<file path="src/logic/cts_regs.svh">
`ifndef CTS_REGS_SVH
`define CTS_REGS_SVH
// Register byte offsets
`define CTS_OFF_ABORT_ACK 8'h00
`define CTS_OFF_BUF_SEL 8'h04
`define CTS_OFF_ACC_CTRL 8'h08
`define CTS_OFF_TEST 8'h0c
`define CTS_OFF_IRQ_STAT 8'h10
`define CTS_OFF_IRQ_MASK 8'h14
// Acceptance control field positions
`define CTS_ACC_MODE_LSB 4
`define CTS_ACC_MODE_MSB 5
`define CTS_ACC_HIT_MSB 2
// Interrupt status bit of a new foreground message
`define CTS_IRQ_RX_BIT 3
// Reset values
`define CTS_RST_ABORT_ACK 3'h0
`define CTS_RST_BUF_SEL 3'h0
`define CTS_RST_HIT 3'h0
`define CTS_RST_TEST 8'h00
`define CTS_RST_IRQ 4'h0
`endif

</file>
<file path="src/logic/cts_pkg.sv">
`default_nettype none
package cts_pkg;
  typedef enum logic [1:0] {
    CTS_AM_TWO32,
    CTS_AM_FOUR16,
    CTS_AM_EIGHT8,
    CTS_AM_CLOSED
  } cts_accept_mode_t;
  typedef logic [1:0] cts_resp_t;
  localparam cts_resp_t CTS_RESP_OKAY = 2'h0;
  localparam cts_resp_t CTS_RESP_SLVERR = 2'h2;
endpackage : cts_pkg
`default_nettype wire

</file>
<file path="src/logic/cts_ctrl.sv">
`timescale 1ns/1ps
`default_nettype none
`include "cts_regs.svh"

// Contract
// - Keep one abort acknowledge bit per transmit buffer in bits 2-0.
// - Clear a buffer's abort acknowledge when its empty flag is cleared.
// - Acknowledge reads 1 if aborted, 0 if the message was sent.
// - Acknowledge register reset in init mode; software writes do nothing.
// - Only the lowest set select bit maps a buffer into the window.
// - Select register reads back only its lowest set bit.
// - Select writable only with init request and acknowledge both low; held at reset in init mode.
// - Block window access while selected buffer is scheduled (empty flag 0).
// - No buffer selected means no window access at all.
// - Mode 00 two 32-bit, 01 four 16-bit, 10 eight 8-bit, 11 closed.
// - Closed filter accepts nothing; foreground buffer never reloads.
// - Acceptance control writable only in init mode; hit bits read-only.
// - Hit index is a 3-bit value in bits 2-0 naming filter 0-7.
// - Hit index follows the foreground message, updated on each shift-in.
// - Test register unavailable normally; writable in special modes.
// - Successful abort sets acknowledge and raises enabled transmit interrupt.
// - Empty flag 1 means free; 0 means message due for transmission.
module cts_ctrl (
  // Clock and reset
  input wire logic mclk_i,
  input wire logic rst_i,
  // AXI4-Lite write address and data
  input wire logic s_axi_awvalid_i,
  output logic s_axi_awready_o,
  input wire logic [7:0] s_axi_awaddr_i,
  input wire logic s_axi_wvalid_i,
  output logic s_axi_wready_o,
  input wire logic [31:0] s_axi_wdata_i,
  input wire logic [3:0] s_axi_wstrb_i,
  // AXI4-Lite write response
  output logic s_axi_bvalid_o,
  input wire logic s_axi_bready_i,
  output cts_pkg::cts_resp_t s_axi_bresp_o,
  // AXI4-Lite read
  input wire logic s_axi_arvalid_i,
  output logic s_axi_arready_o,
  input wire logic [7:0] s_axi_araddr_i,
  output logic s_axi_rvalid_o,
  input wire logic s_axi_rready_i,
  output logic [31:0] s_axi_rdata_o,
  output cts_pkg::cts_resp_t s_axi_rresp_o,
  // Mode inputs from neighbouring control logic
  input wire logic init_request_i,
  input wire logic init_acknowledge_i,
  input wire logic special_mode_i,
  // Transmit side
  input wire logic [2:0] tx_buffer_empty_flag_i,
  input wire logic [2:0] abort_done_i,
  output logic [2:0] tx_foreground_sel_o,
  output logic tx_foreground_access_ok_o,
  // Receive side
  input wire logic rx_shift_i,
  input wire logic [2:0] rx_hit_index_i,
  output cts_pkg::cts_accept_mode_t acceptance_mode_o,
  output logic filter_closed_o,
  // Test register and interrupt
  output logic [7:0] test_reg_o,
  output logic irq_o
);
  import cts_pkg::*;

  // ----------------------------------------------------------------
  // Helpers
  // ----------------------------------------------------------------
  function automatic logic [2:0] cts_lowest(input logic [2:0] v);
    cts_lowest = v & (~v + 3'h1);
  endfunction : cts_lowest

  function automatic logic cts_hit(input logic [7:0] a,
                                   input logic [7:0] off);
    cts_hit = (a[7:2] == off[7:2]);
  endfunction : cts_hit

  function automatic logic cts_mapped(input logic [7:0] a);
    cts_mapped = cts_hit(a, `CTS_OFF_ABORT_ACK)
      | cts_hit(a, `CTS_OFF_BUF_SEL) | cts_hit(a, `CTS_OFF_ACC_CTRL)
      | cts_hit(a, `CTS_OFF_TEST) | cts_hit(a, `CTS_OFF_IRQ_STAT)
      | cts_hit(a, `CTS_OFF_IRQ_MASK);
  endfunction : cts_mapped

  logic init_mode;
  logic init_off;
  assign init_mode = init_request_i & init_acknowledge_i;
  assign init_off = ~init_request_i & ~init_acknowledge_i;

  // ----------------------------------------------------------------
  // AXI4-Lite write path
  // ----------------------------------------------------------------
  logic aw_full_q;
  logic aw_full_d;
  logic w_full_q;
  logic w_full_d;
  logic [7:0] awaddr_q;
  logic [31:0] wdata_q;
  logic wstrb0_q;
  logic commit;
  logic wr_lane;
  logic bvalid_q;
  cts_resp_t bresp_q;
  logic awready_q;
  logic wready_q;

  assign commit = aw_full_q & w_full_q & ~bvalid_q;
  assign wr_lane = commit & wstrb0_q;
  assign aw_full_d = (aw_full_q & ~commit)
    | (s_axi_awvalid_i & awready_q);
  assign w_full_d = (w_full_q & ~commit) | (s_axi_wvalid_i & wready_q);

  always_ff @(posedge mclk_i or posedge rst_i)
  begin
    if (rst_i)
    begin
      aw_full_q <= 1'b0;
      w_full_q <= 1'b0;
      awready_q <= 1'b0;
      wready_q <= 1'b0;
      awaddr_q <= 8'h00;
      wdata_q <= 32'h0000_0000;
      wstrb0_q <= 1'b0;
    end
    else
    begin
      aw_full_q <= aw_full_d;
      w_full_q <= w_full_d;
      awready_q <= ~aw_full_d;
      wready_q <= ~w_full_d;
      if (s_axi_awvalid_i & awready_q)
        awaddr_q <= s_axi_awaddr_i;
      if (s_axi_wvalid_i & wready_q)
      begin
        wdata_q <= s_axi_wdata_i;
        wstrb0_q <= s_axi_wstrb_i[0];
      end
    end
  end

  always_ff @(posedge mclk_i or posedge rst_i)
  begin
    if (rst_i)
    begin
      bvalid_q <= 1'b0;
      bresp_q <= CTS_RESP_OKAY;
    end
    else if (commit)
    begin
      bvalid_q <= 1'b1;
      bresp_q <= cts_mapped(awaddr_q) ? CTS_RESP_OKAY : CTS_RESP_SLVERR;
    end
    else if (s_axi_bready_i)
      bvalid_q <= 1'b0;
  end

  // ----------------------------------------------------------------
  // Abort acknowledge
  // ----------------------------------------------------------------
  logic [2:0] abort_ack_q;
  logic [2:0] empty_prev_q;
  logic [2:0] empty_clr;

  assign empty_clr = empty_prev_q & ~tx_buffer_empty_flag_i;

  always_ff @(posedge mclk_i or posedge rst_i)
  begin
    if (rst_i)
    begin
      abort_ack_q <= `CTS_RST_ABORT_ACK;
      empty_prev_q <= 3'h7;
    end
    else
    begin
      empty_prev_q <= tx_buffer_empty_flag_i;
      if (init_mode)
        abort_ack_q <= `CTS_RST_ABORT_ACK;
      else
        abort_ack_q <= (abort_ack_q & ~empty_clr) | abort_done_i;
    end
  end

  // ----------------------------------------------------------------
  // Transmit buffer select and window
  // ----------------------------------------------------------------
  logic [2:0] sel_raw_q;
  logic [2:0] win_sel_q;
  logic win_ok_q;
  logic [2:0] sel_low;

  assign sel_low = cts_lowest(sel_raw_q);

  always_ff @(posedge mclk_i or posedge rst_i)
  begin
    if (rst_i)
      sel_raw_q <= `CTS_RST_BUF_SEL;
    else if (init_mode)
      sel_raw_q <= `CTS_RST_BUF_SEL;
    else if (wr_lane && init_off && cts_hit(awaddr_q, `CTS_OFF_BUF_SEL))
      sel_raw_q <= wdata_q[2:0];
  end

  always_ff @(posedge mclk_i or posedge rst_i)
  begin
    if (rst_i)
    begin
      win_sel_q <= 3'h0;
      win_ok_q <= 1'b0;
    end
    else
    begin
      win_sel_q <= sel_low;
      win_ok_q <= |(sel_low & tx_buffer_empty_flag_i);
    end
  end

  // ----------------------------------------------------------------
  // Acceptance control
  // ----------------------------------------------------------------
  cts_accept_mode_t mode_q;
  logic [2:0] hit_q;
  logic rx_take;
  logic closed_q;

  assign rx_take = rx_shift_i & (mode_q != CTS_AM_CLOSED);

  always_ff @(posedge mclk_i or posedge rst_i)
  begin
    if (rst_i)
      mode_q <= CTS_AM_TWO32;
    else if (wr_lane && init_mode && cts_hit(awaddr_q, `CTS_OFF_ACC_CTRL))
      mode_q <= cts_accept_mode_t'(
        wdata_q[`CTS_ACC_MODE_MSB:`CTS_ACC_MODE_LSB]);
  end

  always_ff @(posedge mclk_i or posedge rst_i)
  begin
    if (rst_i)
    begin
      hit_q <= `CTS_RST_HIT;
      closed_q <= 1'b0;
    end
    else
    begin
      closed_q <= (mode_q == CTS_AM_CLOSED);
      if (rx_take)
        hit_q <= rx_hit_index_i;
    end
  end

  // ----------------------------------------------------------------
  // Test register
  // ----------------------------------------------------------------
  logic [7:0] test_q;

  always_ff @(posedge mclk_i or posedge rst_i)
  begin
    if (rst_i)
      test_q <= `CTS_RST_TEST;
    else if (wr_lane && special_mode_i && cts_hit(awaddr_q, `CTS_OFF_TEST))
      test_q <= wdata_q[7:0];
  end

  // ----------------------------------------------------------------
  // Interrupts
  // ----------------------------------------------------------------
  logic [3:0] irq_stat_q;
  logic [3:0] irq_mask_q;
  logic [3:0] irq_set;
  logic [3:0] irq_clr;
  logic irq_q;

  assign irq_set = {rx_take, abort_done_i};
  assign irq_clr = (wr_lane && cts_hit(awaddr_q, `CTS_OFF_IRQ_STAT))
    ? wdata_q[3:0] : 4'h0;

  always_ff @(posedge mclk_i or posedge rst_i)
  begin
    if (rst_i)
    begin
      irq_stat_q <= `CTS_RST_IRQ;
      irq_mask_q <= `CTS_RST_IRQ;
      irq_q <= 1'b0;
    end
    else
    begin
      irq_stat_q <= (irq_stat_q & ~irq_clr) | irq_set;
      if (wr_lane && cts_hit(awaddr_q, `CTS_OFF_IRQ_MASK))
        irq_mask_q <= wdata_q[3:0];
      irq_q <= |(irq_stat_q & irq_mask_q);
    end
  end

  // ----------------------------------------------------------------
  // AXI4-Lite read path
  // ----------------------------------------------------------------
  logic arready_q;
  logic rvalid_q;
  logic rvalid_d;
  logic [31:0] rdata_q;
  cts_resp_t rresp_q;
  logic [31:0] rd_mux;
  logic ar_take;

  assign ar_take = s_axi_arvalid_i & arready_q;
  assign rvalid_d = (rvalid_q & ~s_axi_rready_i) | ar_take;

  always_comb
  begin
    rd_mux = 32'h0000_0000;
    if (cts_hit(s_axi_araddr_i, `CTS_OFF_ABORT_ACK))
      rd_mux[2:0] = abort_ack_q;
    else if (cts_hit(s_axi_araddr_i, `CTS_OFF_BUF_SEL))
      rd_mux[2:0] = sel_low;
    else if (cts_hit(s_axi_araddr_i, `CTS_OFF_ACC_CTRL))
    begin
      rd_mux[`CTS_ACC_MODE_MSB:`CTS_ACC_MODE_LSB] = mode_q;
      rd_mux[`CTS_ACC_HIT_MSB:0] = hit_q;
    end
    else if (cts_hit(s_axi_araddr_i, `CTS_OFF_TEST))
      rd_mux[7:0] = special_mode_i ? test_q : 8'h00;
    else if (cts_hit(s_axi_araddr_i, `CTS_OFF_IRQ_STAT))
      rd_mux[3:0] = irq_stat_q;
    else if (cts_hit(s_axi_araddr_i, `CTS_OFF_IRQ_MASK))
      rd_mux[3:0] = irq_mask_q;
  end

  always_ff @(posedge mclk_i or posedge rst_i)
  begin
    if (rst_i)
    begin
      arready_q <= 1'b0;
      rvalid_q <= 1'b0;
      rdata_q <= 32'h0000_0000;
      rresp_q <= CTS_RESP_OKAY;
    end
    else
    begin
      arready_q <= ~rvalid_d;
      rvalid_q <= rvalid_d;
      if (ar_take)
      begin
        rdata_q <= rd_mux;
        rresp_q <= cts_mapped(s_axi_araddr_i) ? CTS_RESP_OKAY
                                              : CTS_RESP_SLVERR;
      end
    end
  end

  // ----------------------------------------------------------------
  // Outputs
  // ----------------------------------------------------------------
  assign s_axi_awready_o = awready_q;
  assign s_axi_wready_o = wready_q;
  assign s_axi_bvalid_o = bvalid_q;
  assign s_axi_bresp_o = bresp_q;
  assign s_axi_arready_o = arready_q;
  assign s_axi_rvalid_o = rvalid_q;
  assign s_axi_rdata_o = rdata_q;
  assign s_axi_rresp_o = rresp_q;
  assign tx_foreground_sel_o = win_sel_q;
  assign tx_foreground_access_ok_o = win_ok_q;
  assign acceptance_mode_o = mode_q;
  assign filter_closed_o = closed_q;
  assign test_reg_o = test_q;
  assign irq_o = irq_q;
endmodule : cts_ctrl
`default_nettype wire

</file>
<file path="config.mk">
export PLATFORM = sky130hd
export DESIGN_NAME = cts_ctrl
export DESIGN_NICKNAME = d
export VERILOG_FILES = /design/src/logic/cts_pkg.sv /design/src/logic/cts_ctrl.sv
export VERILOG_INCLUDE_DIRS = /design/src /design/src/logic
export SDC_FILE = /design/constraint.sdc
export NUM_CORES = 1
export LEC_CHECK = 0
export BUFFER_PORTS_ARGS = -buffer_cell sky130_fd_sc_hd__buf_2
export CAP_MARGIN = 20
export CORE_UTILIZATION = 51
export CTS_BUF_LIST = sky130_fd_sc_hd__clkbuf_16
export DETAILED_ROUTE_END_ITERATION = 10
export PLACE_DENSITY = 0.94
export SLEW_MARGIN = 10
export SYNTH_ARGS = -nofsm -noshare
export SYNTH_HDL_FRONTEND = slang
export SYNTH_SLANG_ARGS = --single-unit
</file>
<file path="constraint.sdc">
create_clock -name mclk_i -period 2.6 [get_ports mclk_i]
set_input_delay 0.13 -clock mclk_i [delete_from_list [all_inputs] [get_ports mclk_i]]
set_output_delay 0.13 -clock mclk_i [all_outputs]
set_load 0.02 [all_outputs]
</file>
; Word-level counts from Yosys, hierarchy flattened
; Index checks and enable logic that the tools add are counted.
[word_totals]
latchBits = 0
mem_count = 0
ramBits = 0
rom_bits = 0
output_inout_bits = 57
regBits = 72
in_bits = 72
wordCells = 118
[op_classes]
n_shift = 0
mux = 21
div = 0
reduce_logical = 14
n_lt_le_gt_ge = 0
n_eq_ne = 12
n_bitwise = 45
addsub = 1
mul = 0
[op_table]
columns = cell, count
row1 = "6-bit by 2-bit == test with 1-bit output, second input constant", 4
row2 = "6-bit by 3-bit == test with 1-bit output, second input constant", 4
row3 = 4-bit two-way mux, 5
row4 = 3-bit two-way mux, 6
row5 = 1-bit OR, 13
row6 = 1-bit AND, 12
row7 = 3-bit AND, 4
row8 = "6-bit by 1-bit == test with 1-bit output, second input constant", 2
row9 = 6-bit logical NOT, 2
row10 = 5-bit two-way mux, 2
row11 = 3-bit inverter, 3
row12 = 4-bit AND, 2
row13 = 1-bit logical AND, 8
row14 = 2-bit two-way mux, 4
row15 = 8-bit two-way mux, 1
row16 = 1-bit inverter, 8
row17 = 4-bit inverter, 1
row18 = 4-bit OR, 1
row19 = 2-bit nonzero test, 2
row20 = 4-bit OR reduction, 1
row21 = "3-bit by 1-bit adder with 3-bit output, second input constant", 1
row22 = 1-bit two-way mux, 3
row23 = 3-bit OR, 1
row24 = 3-bit OR reduction, 1
row25 = other kinds (2), 2

; Longest topological paths before layout
; Gate-level depths: netlist of the first run.
[logic_depth]
ltp_word = 8
mapped_depth = 6
ltp_nobuf = 4

; Worst setup path before layout of the first run
; Ideal clock, no wire load.
[synth_timing]
path_kind = register -> register
from = register bvalid_q, in the netlist s_axi_bvalid_o
to = register test_q[0], in the netlist test_reg_o[0]
path_stages_with_launch = 5
setup_slack_ns = 0.965
required_time_ns = 2.475
setup_time_ns = 0.125
period_less_slack_ns = 1.635
t_arrival_ns = 1.510
path_buffers = 0
cell_sequence = dfrtp_1 > and4bb_2 > nand3_1 > nor2_2 > mux2_2
[synth_between]
elab_chain_len = 5
[synth_lines]
columns = element, line
row1 = from (decl), cts_ctrl.sv:103  ; logic bvalid_q;
row2 = from (signal assigned), cts_ctrl.sv:146  ; bvalid_q <= 1'b0;
row3 = from (signal assigned), cts_ctrl.sv:151  ; bvalid_q <= 1'b1;
row4 = from (signal assigned), cts_ctrl.sv:155  ; bvalid_q <= 1'b0;
row5 = 1-bit inverter, cts_ctrl.sv:108  ; assign commit = aw_full_q & w_full_q & ~bvalid_q;
row6 = 1-bit AND, cts_ctrl.sv:108
row7 = 1-bit AND, cts_ctrl.sv:109  ; assign wr_lane = commit & wstrb0_q;
row8 = 1-bit logical AND (2 in series), cts_ctrl.sv:261  ; else if (wr_lane && special_mode_i && cts_hit(awaddr_q, `CTS_OFF_TEST))
row9 = to (signal assigned), cts_ctrl.sv:260  ; test_q <= `CTS_RST_TEST;
row10 = to (signal assigned), cts_ctrl.sv:262  ; test_q <= wdata_q[7:0];
row11 = to (decl), cts_ctrl.sv:255  ; logic [7:0] test_q;
; Every way passes these cells.
; A chain may end at the register's enable or synchronous reset.

; Worst setup path in the final report of the first run
[layout_timing]
from = register awaddr_q[7]
to = register test_q[5], in the netlist test_reg_o[5]
[layout_between]
elab_chain_len = 2
[layout_lines]
columns = element, line
row1 = from (decl), cts_ctrl.sv:98  ; logic [7:0] awaddr_q;
row2 = from (signal assigned), cts_ctrl.sv:133  ; awaddr_q <= s_axi_awaddr_i;
row3 = 6-bit by 2-bit == test with 1-bit output, cts_ctrl.sv:76  ; cts_hit = (a[7:2] == off[7:2]);
row4 = 1-bit logical AND, cts_ctrl.sv:261
; Every way passes these cells.

==> results of run 1 <==
routing by layer:
layer	vias up	part of all wire	global-route usage
met3	14	0.070	0.0709
li1	1028	-	-
met4	0	0.020	0.113
met1	1078	0.41	0.287
met5	-	0	0
met2	97	0.50	0.367
layout make-up:
| type | count | area [sq um] |
|---|---|---|
| Clock inverter | 6 | 22.5 |
| Multi-Input combinational cell | 181 | 1230 |
| Timing Repair Buffer | 79 | 430 |
| Tap cell | 72 | 90.1 |
| Fill cell | 434 | 1950 |
| Clock buffer | 9 | 225 |
| Inverter | 7 | 26.3 |
| Sequential cell | 68 | 1710 |
registers in the layout (all words and copies together), names as in the netlist, 2 cells and up:
register	flops
abort_ack_q	3
acceptance_mode_o	2
awaddr_q	6
empty_prev_q	3
hit_q	3
irq_mask_q	4
irq_stat_q	4
s_axi_rdata_o	8
sel_raw_q	3
test_reg_o	8
tx_foreground_sel_o	3
wdata_q	8
path summary, 6_finish.rpt:
kind	slack (ps)	from	cells past startpoint	end
worst max register to register	820	awaddr_q[7]	4	test_reg_o[5]
worst max-delay path	820	awaddr_q[7]	4	test_reg_o[5]
worst min-delay path	3	abort_done_i[0]	2	irq_stat_q[0]
max in group asynchronous	1520	rst_i	4	empty_prev_q[2]
min in group asynchronous	360	rst_i	3	s_axi_rdata_o[0]
worst min register to register	470	s_axi_rdata_o[3]	1	s_axi_rdata_o[3]
cell usage in the layout (no fill, tap or decap), types with 3 or more instances in the layout:
master	n
a21o_1	6
a21oi_1	9
a31oi_1	4
and2_1	3
buf_2	71
clkbuf_16	9
conb_1	26
dfrtp_1	65
dfstp_2	3
dlygate4sd3_1	6
inv_1	12
mux2_2	30
mux2_4	4
mux2i_1	7
nand2_1	23
nand2b_1	8
nand4_1	3
nor2_1	16
nor2b_1	6
nor3_1	3
o21ai_0	9
cell families after synthesis:
kind of cell | after synthesis
compound gates | 40
buf+inv | 39
flops | 68
mux | 41
other cells | 1
simple gates | 74
power breakdown:
part / switching (uW) / internal [uW] / total, uW
sequential: 216 / 1300 / 1520
clock: 412 / 617 / 1030
combinational: 392 / 336 / 728
total: 1020 / 2260 / 3280
metrics by stage:
step / cells / power (uW) / area (sq um)
after global placement: 401 / 2200 / 3420
after CTS: 422 / 3290 / 3730
final: 422 / 3280 / 3730
after detailed placement: 401 / 2250 / 3420
after global routing: 422 / 3440 / 3730
after floorplan: 288 / 2030 / 3180
==> impl_metrics.py, run 1 <==
metrics = {
    "synth": {
        "synth.distinct_cells": 40,
        "synth_compound_area_frac": 0.0835,
        "synth_top_area_frac": 0.527,
        "synth_adder_area_share": 0,
        "yosysWarnings": 0,
        "synth_most_common_cell": "dfrtp_1",
        "synth-main-ff-cell": "dfrtp_1",
        "synth-edff-count": 0,
        "synth.top_cells.by_count": "dfrtp_1, mux2_2, buf_4",
        "synth_seq_cells": 68,
        "synth_largest_area_cell": "dfrtp_1",
        "synth_xor_area_frac": 0,
        "ys_async_sr_fraction": 1.00,
        "netlist_area_sq_mm": 0.00309,
        "yosys.area_share.simple": 0.131,
        "muxShareOfSynthArea": 0.152,
        "ys_seq_area_frac": 0.552,
        "synth_top_family_by_area": "multiplexers",
        "syn_avg_cell_area_sq_um": 11.7,
        "syn_inst": 263,
        "synth.area.top_cells": "dfrtp_1, mux2_2, buf_4, nand2_1, dfstp_2",
    },
    "worst_setup_path": {
        "slowest_stage": "dfrtp_1",
        "critical-path-top-delay-family": "simple AND/OR/NAND/NOR gates",
        "crit_path_end_kind": "register",
        "crit_fanout": 8,
        "required_ps": 2810,
        "path_cells": "nor4b_2 -> nand2_1 -> nor2_2 -> mux2_2",
        "slowest_delay_ps": 400,
        "crit_type": "reg2reg",
        "critical_path_buf_inv_count": 0,
        "crit_arrival_ps": 1990,
        "startpoint_type": "register",
    },
    "sta": {
        "grt_setup_unrepaired": "false",
        "finalMaxSlewViolations": 0,
        "holdWs_ps": 2.89,
        "setup_tns_ps": 0,
        "worst_pin_slew_ps": 674,
        "hold_viol_final": 0,
        "max_freq_ghz": 0.563,
        "worst_slack_ps": 823,
        "final-setup-viol-count": 0,
        "fin_crit_sh": 0.683,
        "slew_headroom": 0.547,
        "finalCriticalPeriod_ps": 1780,
        "clock_skew_ps": 10.1,
    },
    "floorplan": {
        "rows": 27,
        "die_x_microns": 79.8,
        "die_h_microns": 79.8,
        "ios": 129,
        "dieArea_sq_mm": 0.00637,
        "initial_core_util": 0.544,
        "core_region_area_sq_mm": 0.00568,
    },
    "clock_network": {
        "cts.clk_slew.worst_paths_ps": 50,
        "post_cts_buffers": 0,
        "cts_buffers": 9,
        "htree_levels": 3,
        "clk_latency_ps": 340,
        "cts_tree": "done",
        "cts_resized": 0,
        "cts_buffer_depth": 2,
        "clkSinkCount": 68,
        "cts-root-buf": "clkbuf_16",
        "ctsHoldBuffers": 6,
    },
    "finish": {
        "layout.nets": 418,
        "drive_above_1_share": 0.360,
        "area_growth_pct": 20.8,
        "post-route-util": 0.657,
        "n_antenna_cell": 0,
    },
    "placement": {
        "portBuffers": 71,
        "place.gp.congestion": 0.778,
        "dp_hpwl_microns": 4530,
        "post-place-ws_ps": 808,
    },
    "drt": {
        "drt_pass1_iterations": 4,
        "vias": 2217,
        "routed_wl_microns": 6470,
        "drt_iter0_drc": 138,
        "vias_per_cell": 5.25,
        "wl_per_cell_microns": 15.3,
        "ant_nets": 0,
        "drc": 0,
    },
    "global_route": {
        "overflow": 0,
        "antenna_found_initial": 0,
        "grt_usage": 0.231,
        "grt_first_pass_wirelength_microns": 10800,
        "grt_pass1_vias": 2211,
        "grt_max_degree": 26,
    },
    "worst_hold_path": {
        "worstHoldPathType": "in2reg",
    },
    "outcome": {
        "status": "completed",
    },
    "pwr": {
        "powerDensity_mw_per_mm2": 879,
        "p_leak_uw": 0.00189,
        "irDropWorstVdd_mv": 0.620,
    },
    "flow_run": {
        "max_cap_viol_count": 0,
    },
}
(Power assumes the default switching activity.)
==> run 2: changes to the inputs <==
- CORE_UTILIZATION: 51 -> 48
- PLACE_DENSITY: 0.94 -> 0.9
- clock period: 2.6 -> 1.85 ns (I/O delays scaled with it)
==> impl_metrics.py, run 2 (synthesis results as in run 1) <==
metrics = {
    "drt": {
        "vias": 2276,
        "wl_per_cell_microns": 15.5,
        "ant_nets": 0,
        "vias_per_cell": 5.21,
        "routed_wl_microns": 6790,
        "drc": 0,
        "drt_pass1_iterations": 4,
        "drt_iter0_drc": 127,
    },
    "global_route": {
        "grt_pass1_vias": 2218,
        "overflow": 0,
        "grt_first_pass_wirelength_microns": 10700,
        "grt_max_degree": 69,
        "grt_usage": 0.219,
        "antenna_found_initial": 0,
    },
    "clock_network": {
        "post_cts_buffers": 0,
        "cts-root-buf": "clkbuf_16",
        "cts_buffers": 9,
        "clk_latency_ps": 330,
        "cts.clk_slew.worst_paths_ps": 60,
        "cts_tree": "done",
        "clkSinkCount": 68,
        "htree_levels": 3,
        "cts_buffer_depth": 2,
    },
    "sta": {
        "max_freq_ghz": 0.571,
        "setup_tns_ps": 0,
        "fin_crit_sh": 0.947,
        "clock_skew_ps": 5.52,
        "finalMaxSlewViolations": 0,
        "final-setup-viol-count": 0,
        "finalCriticalPeriod_ps": 1750,
        "slew_headroom": 0.600,
        "grt_setup_unrepaired": "false",
        "holdWs_ps": 1.52,
        "worst_pin_slew_ps": 595,
        "hold_viol_final": 0,
    },
    "worst_setup_path": {
        "r2r_end": "irq_mask_q[3]",
        "startpoint_type": "register",
        "crit_fanout": 4,
        "required_ps": 2070,
        "ff2ff_path_depth": 4,
        "crit_type": "reg2reg",
        "rrSetupSlack_ps": 100,
        "r2r-start": "awaddr_q[7]",
        "crit_arrival_ps": 1970,
        "crit_path_end_kind": "register",
    },
    "pwr": {
        "irDropWorstVdd_mv": 1.09,
        "p_leak_uw": 0.00196,
        "powerDensity_mw_per_mm2": 1270,
    },
    "floorplan": {
        "ios": 129,
        "die_h_microns": 82.2,
        "die_x_microns": 82.2,
        "core_region_area_sq_mm": 0.00606,
        "rows": 28,
        "initial_core_util": 0.509,
        "dieArea_sq_mm": 0.00676,
    },
    "finish": {
        "layout.nets": 429,
        "mostFrequentLayoutCells": "buf_2, dfrtp_1, mux2_2",
        "nFillCells": 471,
        "drive_above_1_share": 0.362,
        "multiInputGateArea_sq_mm": 0.00124,
        "final_common_cell": "buf_2",
        "area_growth_pct": 27.1,
        "n_antenna_cell": 0,
        "seqCellArea_sq_mm": 0.00171,
    },
    "outcome": {
        "status": "completed",
    },
    "worst_hold_path": {
        "hold_depth": 2,
        "min_to": "awaddr_q[7]",
        "min_from": "s_axi_awaddr_i[7]",
        "worstHoldPathType": "in2reg",
    },
    "placement": {
        "portBuffers": 71,
        "dp_hpwl_microns": 4680,
        "place.gp.congestion": 0.804,
    },
    "flow_run": {
        "max_cap_viol_count": 0,
    },
}
-- run 2: cell count changes in the layout (fill, tap and decap cells not counted) --
cell,before,now
nor4b_2,1,0
bufinv_16,0,2
inv_1,12,7
dlygate4sd3_1,6,17
clkinv_1,0,1
buf_12,0,1
nor4b_4,0,1
clkinv_2,0,3
buf_4,2,1
-- run 2: per-layer routing --
layer | GRT usage | routed length [microns] | vias to the layer above
met5 | 0 | 0 | -
met4 | 0.104 | 148 | 0
met3 | 0.0418 | 364 | 10
met2 | 0.380 | 3580 | 99
met1 | 0.262 | 2700 | 1115
li1 | - | - | 1052
-- run 2: area by class of cell --
type | instances | share of cell area
Sequential cell | 68 | 0.435
Multi-Input combinational cell | 181 | 0.315
Timing Repair Buffer | 90 | 0.141
Clock buffer | 9 | 0.0574
Tap cell | 75 | 0.0239
Clock inverter | 7 | 0.0210
Inverter | 7 | 0.00670
-- run 2: worst max path at each step --
| stage | endpoint | slack, ps | cells after the start | from |
|---|---|---|---|---|
| after floorplan | abort_ack_q[0] | 50 | 1 | rst_i |
| after global placement | irq_mask_q[2] | 140 | 4 | awaddr_q[7] |
| after detailed placement | irq_mask_q[3] | 80 | 4 | awaddr_q[7] |
| after CTS | irq_mask_q[3] | 60 | 4 | awaddr_q[7] |
| after global routing | irq_stat_q[2] | 7 | 4 | awaddr_q[7] |
| final | irq_mask_q[3] | 100 | 4 | awaddr_q[7] |
-- run 2: repair_timing --
action | 4_1_cts | 5_1_grt
endpoints found under the hold margin | 82 | 0
hold buffers | 17 | 0
setup endpoints to repair | 0 | 2
gates resized for setup | 0 | 1
-- run 2: critical path: stages (launching register included) --
cell and delay [ps]:
dfrtp_1 420, nor4b_4 330, nand2_1 130, or3_4 430, mux2_4 320
-- run 2: metrics by stage --
| step | area (sq um) | utilization | power, uW | setup slack, ps | instances |
|---|---|---|---|---|---|
| after floorplan | 3180 | - | 2860 | 51.0 | 288 |
| after detailed placement | 3440 | 0.567 | 3180 | 79.1 | 404 |
| after global routing | 3920 | 0.647 | 5200 | 6.54 | 437 |
| final | 3920 | 0.647 | 5000 | 98.6 | 437 |
| after global placement | 3440 | 0.567 | 3100 | 144 | 404 |
| after CTS | 3920 | 0.646 | 4990 | 59.2 | 437 |
-- run 2: report_power, final --
group          switching (uW)  total (uW)  internal, uW
clock network             612        1770          1160
registers                 329        2160          1830
logic                     566        1060           498
total                    1510        5000          3490
==> run 3: changes to the inputs <==
- ABC_AREA: not set -> 1
- REMOVE_ABC_BUFFERS: not set -> 1
==> impl_metrics.py, run 3 <==
metrics = {
    "synth": {
        "synth_most_common_cell": "nand2_1",
        "synth-edff-count": 0,
        "syn_avg_cell_area_sq_um": 8.92,
        "yosysWarnings": 0,
        "synth.distinct_cells": 28,
        "synth_seq_cells": 68,
        "ys_seq_area_frac": 0.539,
        "synth.top_cells.by_count": "nand2_1, dfrtp_1, inv_1",
        "synth_top_area_frac": 0.514,
        "synth.area.top_cells": "dfrtp_1, nand2_1, buf_4, inv_1, o21ai_0",
        "synth_largest_area_cell": "dfrtp_1",
        "syn_inst": 355,
        "ys_async_sr_fraction": 1.00,
        "synth-main-ff-cell": "dfrtp_1",
        "netlist_area_sq_mm": 0.00317,
    },
    "placement": {
        "dpl_cell_area_sq_mm": 0.00354,
        "place.gp.congestion": 0.994,
        "portBuffers": 71,
        "dp_hpwl_microns": 5140,
    },
    "finish": {
        "finalInstanceArea_sq_mm": 0.00401,
        "drive_above_1_share": 0.242,
        "final_common_cell": "nand2_1",
        "area_growth_pct": 26.8,
        "layout.nets": 530,
        "n_antenna_cell": 0,
        "mostFrequentLayoutCells": "nand2_1, buf_2, dfrtp_1",
    },
    "drt": {
        "drc": 0,
        "drt_pass1_iterations": 4,
        "ant_nets": 0,
        "vias": 2666,
        "wl_per_cell_microns": 12.8,
        "vias_per_cell": 4.94,
        "drt_iter0_drc": 153,
        "routed_wl_microns": 6920,
    },
    "clock_network": {
        "cts_resized": 0,
        "clk_latency_ps": 330,
        "clkSinkCount": 68,
        "htree_levels": 3,
        "cts_buffers": 9,
        "cts_tree": "done",
        "cts.clk_slew.worst_paths_ps": 50,
        "cts-root-buf": "clkbuf_16",
        "cts_buffer_depth": 2,
    },
    "sta": {
        "finalCriticalPeriod_ps": 1420,
        "setup_tns_ps": 0,
        "hold_viol_final": 0,
        "finalMaxSlewViolations": 0,
        "final-setup-viol-count": 0,
        "grt_setup_unrepaired": "false",
        "fin_crit_sh": 0.769,
        "max_freq_ghz": 0.703,
        "clock_skew_ps": 7.62,
    },
    "floorplan": {
        "rows": 29,
        "die_h_microns": 83.2,
        "dieArea_sq_mm": 0.00692,
        "die_x_microns": 83.2,
        "initial_core_util": 0.499,
        "core_region_area_sq_mm": 0.00635,
        "ios": 129,
    },
    "worst_setup_path": {
        "required_ps": 2070,
        "crit_type": "reg2reg",
        "r2r_end": "sel_raw_q[2]",
        "crit_fanout": 4,
        "crit_path_end_kind": "register",
        "crit_arrival_ps": 1640,
        "startpoint_type": "register",
        "startpoint": "awaddr_q[7]",
        "rrSetupSlack_ps": 430,
        "ff2ff_path_depth": 6,
        "r2r-start": "awaddr_q[7]",
    },
    "global_route": {
        "grt_first_pass_wirelength_microns": 11800,
        "use_met3": 0.0636,
        "met1_usage": 0.268,
        "grt_usage": 0.219,
        "gr-usage-met2": 0.349,
        "overflow": 0,
        "grt_max_degree": 30,
        "grt_pass1_vias": 2621,
        "antenna_found_initial": 0,
        "top_usage_layer": "met2",
    },
    "pwr": {
        "irDropWorstVdd_mv": 0.753,
        "powerDensity_mw_per_mm2": 1210,
        "power.total_uw": 4850,
        "p_leak_uw": 0.00217,
    },
    "worst_hold_path": {
        "worstHoldPathType": "in2reg",
        "min_to": "wdata_q[2]",
        "min_from": "s_axi_wdata_i[2]",
        "hold_depth": 3,
    },
    "outcome": {
        "status": "completed",
    },
    "flow_run": {
        "max_cap_viol_count": 0,
    },
}
run 3: cell types whose count changed in the layout (fill, tap and decap cells not counted), moves of 7 or more:
cell | previous run | this run
o21ai_2 | 0 | 8
nand2b_1 | 8 | 0
inv_1 | 7 | 45
mux2_2 | 30 | 3
nand4_1 | 3 | 17
nand2_1 | 23 | 97
o21ai_0 | 9 | 28
nor2_1 | 16 | 23
nand3_1 | 2 | 14
mux2i_1 | 7 | 0
run 3: cells by family after synthesis:
family / synth area share
simple gates: 0.241
flops: 0.539
buf+inv: 0.123
mux: 0.0107
compound gates: 0.0854
other cells: 0.00118
run 3: metrics by stage:
step / hold WS [ps] / utilization / instances / worst slack (ps)
global placement: 126 / 0.557 / 502 / 485
floorplan: 97.0 / - / 349 / 51.0
finish: 13.6 / 0.632 / 540 / 428
global route: 12.9 / 0.632 / 540 / 298
detailed placement: 141 / 0.557 / 502 / 442
CTS: 2.69 / 0.632 / 540 / 428
run 3: worst max-delay path, cell delays in order, from the launching register on:
cell     delay (ps)
dfrtp_1         410
nor2_4          190
nand2_1         160
nor4_4          240
nand2_1         150
nand3_1         100
nand2_1          50
run 3: worst max path at each step:
stage,cells after the start,endpoint
after floorplan,1,abort_ack_q[0]
after global placement,6,test_reg_o[6]
after detailed placement,6,sel_raw_q[2]
after CTS,6,test_reg_o[6]
after global routing,6,test_reg_o[2]
final,6,sel_raw_q[2]
run 3: final cells by class:
| class | count | area (sq um) |
|---|---|---|
| multi-input cells | 237 | 1160 |
| clock buffers | 9 | 225 |
| inverters | 44 | 165 |
| clock inverters | 7 | 30.0 |
| repair buffers | 98 | 626 |
| well taps | 77 | 96.3 |
| flip-flops and latches | 68 | 1710 |
| fillers | 553 | 2340 |
run 3: what timing repair did:
item / in CTS / in global routing
setup buffers: 0 / 0
hold endpoints to repair: 40 / 0
hold buffers: 22 / 0
run 3: per-layer routing:
layer / up-vias / share of wire
met3: 22 / 0.071
met5: - / 0
met4: 0 / 0.031
met1: 1228 / 0.42
met2: 117 / 0.48
li1: 1299 / -
run 3: where the power goes:
group	internal, uW	total, uW	leakage, uW	switching (uW)
combinational	427	1280	0.00118	855
sequential	1860	2100	0.000844	236
clock	878	1470	0.000144	588
total	3170	4850	0.00217	1680
